`src/logic/ipr_pkg.sv`:
```
// Notes on behaviour
// - The first priority register keeps the breakpoint unit 0 level in bits 13:12, levels 1 to 3.
// - The first priority register keeps the step counter level in bits 11:10, levels 1 to 3.
// - The second priority register keeps the debug receive-full level in bits 5:4, levels 1 to 3.
// - The second priority register keeps the debug transmit-empty level in bits 3:2, levels 1 to 3.
// - The second priority register keeps the trace buffer level in bits 1:0, levels 1 to 3.
// - In a level 1 to 3 field, 01 means level 1, 10 means level 2 and 11 means level 3.
// - The third priority register keeps the flash buffers-empty level in bits 15:14, levels 0 to 2.
// - The third priority register keeps the flash command-done level in bits 13:12, levels 0 to 2.
// - The third priority register keeps the flash error level in bits 11:10, levels 0 to 2.
// - The third priority register keeps the PLL unlock level in bits 9:8, levels 0 to 2.
// - The third priority register keeps the low-voltage level in bits 7:6, levels 0 to 2.
// - The third priority register keeps the external request A level in bits 1:0, levels 0 to 2.
// - In a level 0 to 2 field, 01 means level 0, 10 means level 1 and 11 means level 2.
// - A field of 00 disables its source, and every field resets to 00.
// - Unimplemented bits read as zero and ignore writes in all four registers.
// - The fourth priority register keeps the CAN message buffer level in bits 9:8, levels 0 to 2.
`default_nettype none

package ipr_pkg;

  // Register bus shape
  localparam int          IPR_ADDR_W = 5;
  localparam int          IPR_DATA_W = 16;
  localparam int          IPR_NUM_REG = 4;
  localparam int          IPR_NUM_SRC = 12;
  localparam int          IPR_SRC_W = 4;

  // Register offsets
  localparam logic [4:0]  IPR_OFS_DEBUG_A  = 5'h00;
  localparam logic [4:0]  IPR_OFS_DEBUG_B  = 5'h01;
  localparam logic [4:0]  IPR_OFS_SYSTEM   = 5'h02;
  localparam logic [4:0]  IPR_OFS_CAN      = 5'h03;

  // Reset value of every priority register
  localparam logic [15:0] IPR_RESET_VALUE  = 16'h0000;

  // Implemented bits per register; all others read zero
  localparam logic [15:0] IPR_WMASK_DEBUG_A = 16'h3c00;
  localparam logic [15:0] IPR_WMASK_DEBUG_B = 16'h003f;
  localparam logic [15:0] IPR_WMASK_SYSTEM  = 16'hffc3;
  localparam logic [15:0] IPR_WMASK_CAN     = 16'h0300;

  // Field encodings
  localparam logic [1:0]  IPR_FLD_OFF = 2'h0;
  localparam logic [1:0]  IPR_BASE_HI = 2'h1;
  localparam logic [1:0]  IPR_BASE_LO = 2'h0;

  // Source table, index order: breakpoint0, step counter, debug rx full,
  // debug tx empty, trace buffer, flash buffers empty, flash cmd done,
  // flash error, pll unlock, low voltage, external req a, can msgbuf
  localparam int          IPR_SRC_REG  [IPR_NUM_SRC] = '{0, 0, 1, 1, 1, 2, 2, 2, 2, 2, 2, 3};
  localparam int          IPR_SRC_LSB  [IPR_NUM_SRC] = '{12, 10, 4, 2, 0, 14, 12, 10, 8, 6, 0, 8};
  localparam logic [1:0]  IPR_SRC_BASE [IPR_NUM_SRC] = '{2'h1, 2'h1, 2'h1, 2'h1, 2'h1,
                                                         2'h0, 2'h0, 2'h0, 2'h0, 2'h0,
                                                         2'h0, 2'h0};

endpackage : ipr_pkg

`default_nettype wire

```
`src/logic/ipr_level_dec.sv`:
```
`default_nettype none

module ipr_level_dec
  import ipr_pkg::*;
#(
  parameter logic [1:0] LEVEL_BASE = IPR_BASE_LO  // Level meant by code 01
) (
  input  wire logic [1:0] field,   // Priority field from register
  output logic            enable,  // Source allowed to request
  output logic [1:0]      level    // Decoded priority level
);

  // 00 disables; 01..11 count up from the base level
  always_comb begin
    enable = (field != IPR_FLD_OFF);
    if (field == IPR_FLD_OFF) begin
      level = 2'h0;
    end else begin
      level = 2'(field - 2'h1 + LEVEL_BASE);
    end
  end

endmodule : ipr_level_dec

`default_nettype wire

```
`src/logic/ipr_req_arbiter.sv`:
```
`default_nettype none

module ipr_req_arbiter
  import ipr_pkg::*;
#(
  parameter int NUM_SRC = IPR_NUM_SRC  // Number of request lines
) (
  input  wire logic                     clock,       // System clock
  input  wire logic                     arst_n,      // Async reset, low
  input  wire logic [NUM_SRC-1:0]       req_valid,   // Enabled requests
  input  wire logic [NUM_SRC-1:0][1:0]  req_level,   // Level per request
  input  wire logic [1:0]               core_mask,   // Core interrupt mask
  output logic                          irq_pending, // Winner present
  output logic [IPR_SRC_W-1:0]          irq_source,  // Winner index
  output logic [1:0]                    irq_level    // Winner level
);

  typedef struct packed {
    logic                 pending;
    logic [IPR_SRC_W-1:0] source;
    logic [1:0]           level;
  } ipr_arb_state_t;

  ipr_arb_state_t st_r;
  ipr_arb_state_t st_nxt;

  // Highest permitted level wins; lowest index breaks a tie
  always_comb begin
    st_nxt = '0;
    for (int i = 0; i < NUM_SRC; i++) begin
      if (req_valid[i] && (req_level[i] >= core_mask)) begin
        if (!st_nxt.pending || (req_level[i] > st_nxt.level)) begin
          st_nxt.pending = 1'b1;
          st_nxt.source  = IPR_SRC_W'(i);
          st_nxt.level   = req_level[i];
        end
      end
    end
  end

  // State register
  always_ff @(posedge clock or negedge arst_n) begin
    if (!arst_n) begin
      st_r <= '0;
    end else begin
      st_r <= st_nxt;
    end
  end

  assign irq_pending = st_r.pending;
  assign irq_source  = st_r.source;
  assign irq_level   = st_r.level;

endmodule : ipr_req_arbiter

`default_nettype wire

```
`src/logic/ipr_regs_top.sv`:
```
`default_nettype none

module ipr_regs_top
  import ipr_pkg::*;
(
  input  wire logic                        clock,       // 40 MHz system clock
  input  wire logic                        arst_n,      // Async reset, low
  input  wire logic [IPR_ADDR_W-1:0]       reg_addr,    // Register index
  input  wire logic [IPR_DATA_W-1:0]       reg_wdata,   // Write data
  input  wire logic                        reg_wr,      // Write strobe
  input  wire logic                        reg_rd,      // Read strobe
  output logic [IPR_DATA_W-1:0]            reg_rdata,   // Read data, next cycle
  input  wire logic [IPR_NUM_SRC-1:0]      src_req,     // Raw source requests
  input  wire logic [1:0]                  core_mask,   // Core interrupt mask
  output logic [IPR_NUM_SRC-1:0]           req_valid,   // Gated requests
  output logic [IPR_NUM_SRC-1:0][1:0]      req_level,   // Level per request
  output logic                             irq_pending, // Winning request
  output logic [IPR_SRC_W-1:0]             irq_source,  // Winning index
  output logic [1:0]                       irq_level    // Winning level
);

  typedef struct packed {
    logic [IPR_NUM_REG-1:0][IPR_DATA_W-1:0] regs;
    logic [IPR_DATA_W-1:0]                  rdata;
    logic [IPR_NUM_SRC-1:0]                 valid;
    logic [IPR_NUM_SRC-1:0][1:0]            level;
  } ipr_top_state_t;

  ipr_top_state_t                st_r;
  ipr_top_state_t                st_nxt;
  logic [IPR_NUM_SRC-1:0]        dec_en;
  logic [IPR_NUM_SRC-1:0][1:0]   dec_lvl;

  // Offset of a register index
  function automatic logic [IPR_ADDR_W-1:0] ipr_reg_ofs(input int idx);
    unique case (idx)
      0:       ipr_reg_ofs = IPR_OFS_DEBUG_A;
      1:       ipr_reg_ofs = IPR_OFS_DEBUG_B;
      2:       ipr_reg_ofs = IPR_OFS_SYSTEM;
      default: ipr_reg_ofs = IPR_OFS_CAN;
    endcase
  endfunction : ipr_reg_ofs

  // Implemented bits of a register index
  function automatic logic [IPR_DATA_W-1:0] ipr_reg_mask(input int idx);
    unique case (idx)
      0:       ipr_reg_mask = IPR_WMASK_DEBUG_A;
      1:       ipr_reg_mask = IPR_WMASK_DEBUG_B;
      2:       ipr_reg_mask = IPR_WMASK_SYSTEM;
      default: ipr_reg_mask = IPR_WMASK_CAN;
    endcase
  endfunction : ipr_reg_mask

  // Field decoders, one per source
  for (genvar g = 0; g < IPR_NUM_SRC; g++) begin : g_src
    logic [1:0] fld;
    assign fld = st_r.regs[IPR_SRC_REG[g]][IPR_SRC_LSB[g] +: 2];
    ipr_level_dec #(
      .LEVEL_BASE (IPR_SRC_BASE[g])
    ) u_dec (
      .field  (fld),
      .enable (dec_en[g]),
      .level  (dec_lvl[g])
    );
  end

  // Register writes, read data and request gating
  always_comb begin
    st_nxt       = st_r;
    st_nxt.rdata = '0;
    for (int i = 0; i < IPR_NUM_REG; i++) begin
      if (reg_wr && (reg_addr == ipr_reg_ofs(i))) begin
        st_nxt.regs[i] = reg_wdata & ipr_reg_mask(i);
      end
      if (reg_rd && (reg_addr == ipr_reg_ofs(i))) begin
        st_nxt.rdata = st_r.regs[i] & ipr_reg_mask(i);
      end
    end
    st_nxt.valid = src_req & dec_en;
    for (int i = 0; i < IPR_NUM_SRC; i++) begin
      st_nxt.level[i] = dec_en[i] ? dec_lvl[i] : 2'h0;
    end
  end

  // State register; all fields start disabled
  always_ff @(posedge clock or negedge arst_n) begin
    if (!arst_n) begin
      st_r.regs  <= {IPR_NUM_REG{IPR_RESET_VALUE}};
      st_r.rdata <= '0;
      st_r.valid <= '0;
      st_r.level <= '0;
    end else begin
      st_r <= st_nxt;
    end
  end

  // Picks the request handed to the core
  ipr_req_arbiter #(
    .NUM_SRC (IPR_NUM_SRC)
  ) u_arb (
    .clock       (clock),
    .arst_n      (arst_n),
    .req_valid   (st_r.valid),
    .req_level   (st_r.level),
    .core_mask   (core_mask),
    .irq_pending (irq_pending),
    .irq_source  (irq_source),
    .irq_level   (irq_level)
  );

  assign reg_rdata = st_r.rdata;
  assign req_valid = st_r.valid;
  assign req_level = st_r.level;

endmodule : ipr_regs_top

`default_nettype wire

```
`config.mk`:
```
export PLATFORM = sky130hd
export DESIGN_NAME = ipr_regs_top
export DESIGN_NICKNAME = d
export VERILOG_FILES = /design/src/logic/ipr_pkg.sv /design/src/logic/ipr_level_dec.sv /design/src/logic/ipr_req_arbiter.sv /design/src/logic/ipr_regs_top.sv
export SDC_FILE = /design/constraint.sdc
export NUM_CORES = 1
export LEC_CHECK = 0
export BUFFER_PORTS_ARGS = -buffer_cell sky130_fd_sc_hd__buf_4
export CAP_MARGIN = 10
export CORE_MARGIN = 2
export CORE_UTILIZATION = 30
export CTS_CLUSTER_SIZE = 30
export DETAILED_ROUTE_END_ITERATION = 10
export GPL_ROUTABILITY_DRIVEN = 1
export HOLD_SLACK_MARGIN = 0.05
export SLEW_MARGIN = 10
export SYNTH_ARGS = -nofsm -noshare
export SYNTH_HDL_FRONTEND = slang
export SYNTH_SLANG_ARGS = --single-unit
```
`constraint.sdc`:
```
create_clock -name clock -period 20.8 [get_ports clock]
set_clock_uncertainty 0.15 [all_clocks]
set_input_delay 1.04 -clock clock [delete_from_list [all_inputs] [get_ports clock]]
set_output_delay 1.04 -clock clock [all_outputs]
set_load 0.02 [all_outputs]
```
==> impl_metrics.csv <==
group,metric,value,unit
grt,grt_pass1_vias,3449,
synthesis,synth_edf_count,0,
sta,fmax,63.5,MHz
cts,clock_sinks,83,
critical_path,slowest_stage,"o21ai_1",
synthesis,synth_cell_types,56,
cts,holdBufCountCts,0,
floorplanning,die_height,126,um
min_path,hp-class,"reg2reg",
route,first_iter_violations,117,
critical_path,cp_data_required_time,20.90,ns
synthesis,yosys.area.top_type_share,0.468,
placed_design,dpl.cell_count,674,
critical_path,startpoint_type,"primary input",
critical_path,crit_path_max_incr_delay,0.49,ns
synthesis,synth_flop_cell,"dfrtp_1",
synthesis,async_flop_share,1.00,
floorplanning,rows,44,
cells_and_area,layout-drive-gt1-share,0.313,
cells_and_area,nFillCells,1413,
job,drv_cap,0,
cts,cts_resized,0,
cells_and_area,n_antenna_cell,0,
grt,grt_max_degree,77,
route,drt.antenna.violating_nets,0,
floorplanning,fp.coreArea,14500,sq um
sta,setup_viol,0,
synthesis,ys.warnings.count,0,
critical_path,worstPathMaxFanout,12,
route,drc,0,
cts,cts.path.max_buffers,2,
power,power_density,99.5,nW/um^2
critical_path,end_kind,"flip-flop",
synthesis,postSynthAreaPerCell,10.9,sq um
power,power_leakage,0.00278,uW
critical_path,arrival,15.85,ns
route,routed_wl,11100,um
route,via_count,3384,
synthesis,synthCells,406,
grt,grt_overflow_total,0,
placed_design,gp_congestion,0.862,
sta,period_needed,15.75,ns
cts,clkLatencyLatePin,0.34,ns
status,status,"completed",
floorplanning,die-area,15800,sq um
sta,fin_setup_tns,0,ns
cts,cts.clk_slew.worst_paths,0.06,ns
power,total_power,560,uW
route,drt_pass1_iterations,4,
floorplanning,die_x,126,um
sta,slew_viol_final,0,
placed_design,placed_cell_area,5360,sq um
cells_and_area,syn_to_final_growth,26.8,%
route,viasPerCell,4.91,
grt,grtUsageTotal,0.145,
critical_path,worstSetupPathType,"in2reg",
cells_and_area,post-route-util,0.389,
cells_and_area,design_area,5630,sq um
cells_and_area,fin_cells,689,
floorplanning,initial_core_util,0.307,
cts,cts_buffers,9,
cells_and_area,ff_latch_area,2080,sq um
grt,grt_antenna_before_repair,0,
sta,relSlewSlack,0.377,
cells_and_area,nNetsFinal,578,
cts,root_buffer,"clkbuf_16",
route,post_drt_wl_per_cell,16.1,um
cts,cts_tree,"built",
floorplanning,ios,98,
cts,htree_num_levels,3,
synthesis,yosys.area.top_type,"dfrtp_1",
placed_design,hpwlAfterDp,8810,um
synthesis,syn-num-nets,483,
sta,min_period_over_period,0.757,
synthesis,synthTopCellsByArea,"dfrtp_1, ha_1, mux2_2, o21a_1, a21oi_1",
cells_and_area,multi_input_area,2220,sq um
sta,hold_viol,0,
power,ir_drop,0.0327,mV
synthesis,yosysSeqAreaShare,0.468,
placed_design,port_buffers,97,
sta,tightestPinTransition,0.935,ns
grt,grt_pass1_wl,17900,um
sta,rsz0062_at_grt,"false",
synthesis,ys_ff_latch,83,
cts,post-cts-setup-buffers,0,
synthesis,synth_area,4440,sq um
cells by family after synthesis:
kind of cell | share of synthesized area
compound gates | 0.151
fa+ha+maj | 0.107
buf+inv | 0.0330
flops | 0.468
mux | 0.0769
simple gates | 0.164
critical path, delay by kind of cell:
family / cells / cell delay [ns]
buffers and inverters: 5 / 0.64
AOI/OAI and AO/OA: 32 / 6.01
muxes: 4 / 1.32
adders and majority gates: 12 / 3.14
and+or+nand+nor: 22 / 3.68
final cells by class:
cell class | count | share of cell area
clock inverters | 4 | 0.00600
repair buffers | 98 | 0.131
clock buffers | 11 | 0.0431
inverters | 25 | 0.0167
flip-flops and latches | 83 | 0.369
well taps | 184 | 0.0409
multi-input cells | 284 | 0.394
flip-flops by register name (all words and copies together) (netlist names):
signal             flops
g_src.fld             24
reg_rdata             16
u_arb.irq_source       4
u_arb.irq_pending      1
req_valid             12
u_arb.irq_level        2
req_level             24
synth_stat cells, drive strengths merged, types with 3 or more instances:
cell    count
o31ai       3
inv        25
ha         38
o21a       15
nor2       25
nor3       10
and2       10
nand2      18
mux2i       6
a22oi       4
clkbuf     14
o21ai      11
a22o        5
o22ai       3
a21o        5
nand2b      8
nor2b      16
nor3b      12
or2         3
a31oi       4
dfrtp      83
mux2       25
a21oi      21
nand3       4
and3        9
a211oi      3
layer usage:
metal / up-vias / routed length [um] / track usage
li1: 1646 / - / -
met1: 1633 / 4930 / 0.185
met2: 87 / 5460 / 0.238
met3: 18 / 486 / 0.0302
met4: 0 / 207 / 0.0608
met5: - / 0 / 0
report_power, final:
part | switching [uW] | total [uW] | internal [uW] | leakage [uW]
sequential | 27.1 | 215 | 188 | 0.00109
clock | 64.5 | 149 | 84.5 | 0.000133
combinational | 107 | 196 | 88.8 | 0.00155
total | 199 | 560 | 362 | 0.00278
per-stage QoR:
step	setup WS (ns)	hold slack, ns
after CTS	5.05	0.284
after global placement	5.26	0.249
after detailed placement	4.66	0.270
final	5.05	0.290
after global routing	3.54	0.311
after floorplan	6.57	0.297
final timing paths:
| path | start | end | slack [ns] | cells past startpoint |
|---|---|---|---|---|
| min reg2reg | g_src[4].fld[0]$_DFFE_PN0P_ | req_level[8]$_DFF_PN0_ | 0.29 | 0 |
| max reg2reg | req_level[0]$_DFF_PN0_ | u_arb.irq_level[0]$_DFF_PN0_ | 5.76 | 74 |
| max in group asynchronous | arst_n | req_level[4]$_DFF_PN0_ | 19.03 | 2 |
| max | core_mask[1] | u_arb.irq_level[0]$_DFF_PN0_ | 5.05 | 75 |
| min in group asynchronous | arst_n | u_arb.irq_source[1]$_DFF_PN0_ | 0.36 | 1 |
| min | g_src[4].fld[0]$_DFFE_PN0P_ | req_level[8]$_DFF_PN0_ | 0.29 | 0 |
cells in the final DEF (no fill, tap or decap), types with 6 or more instances in the layout:
master	instances
dfrtp_1	83
a21oi_1	21
nor3_1	8
inv_1	24
ha_1	38
mux2_2	25
clkbuf_16	9
nor3b_1	8
mux2i_1	6
and2_1	10
buf_4	98
and3_1	9
o21a_1	15
nor2b_1	16
nand2_1	18
nor2_1	25
nand2b_1	8
No activity file was read; power rests on OpenSTA's default activity.
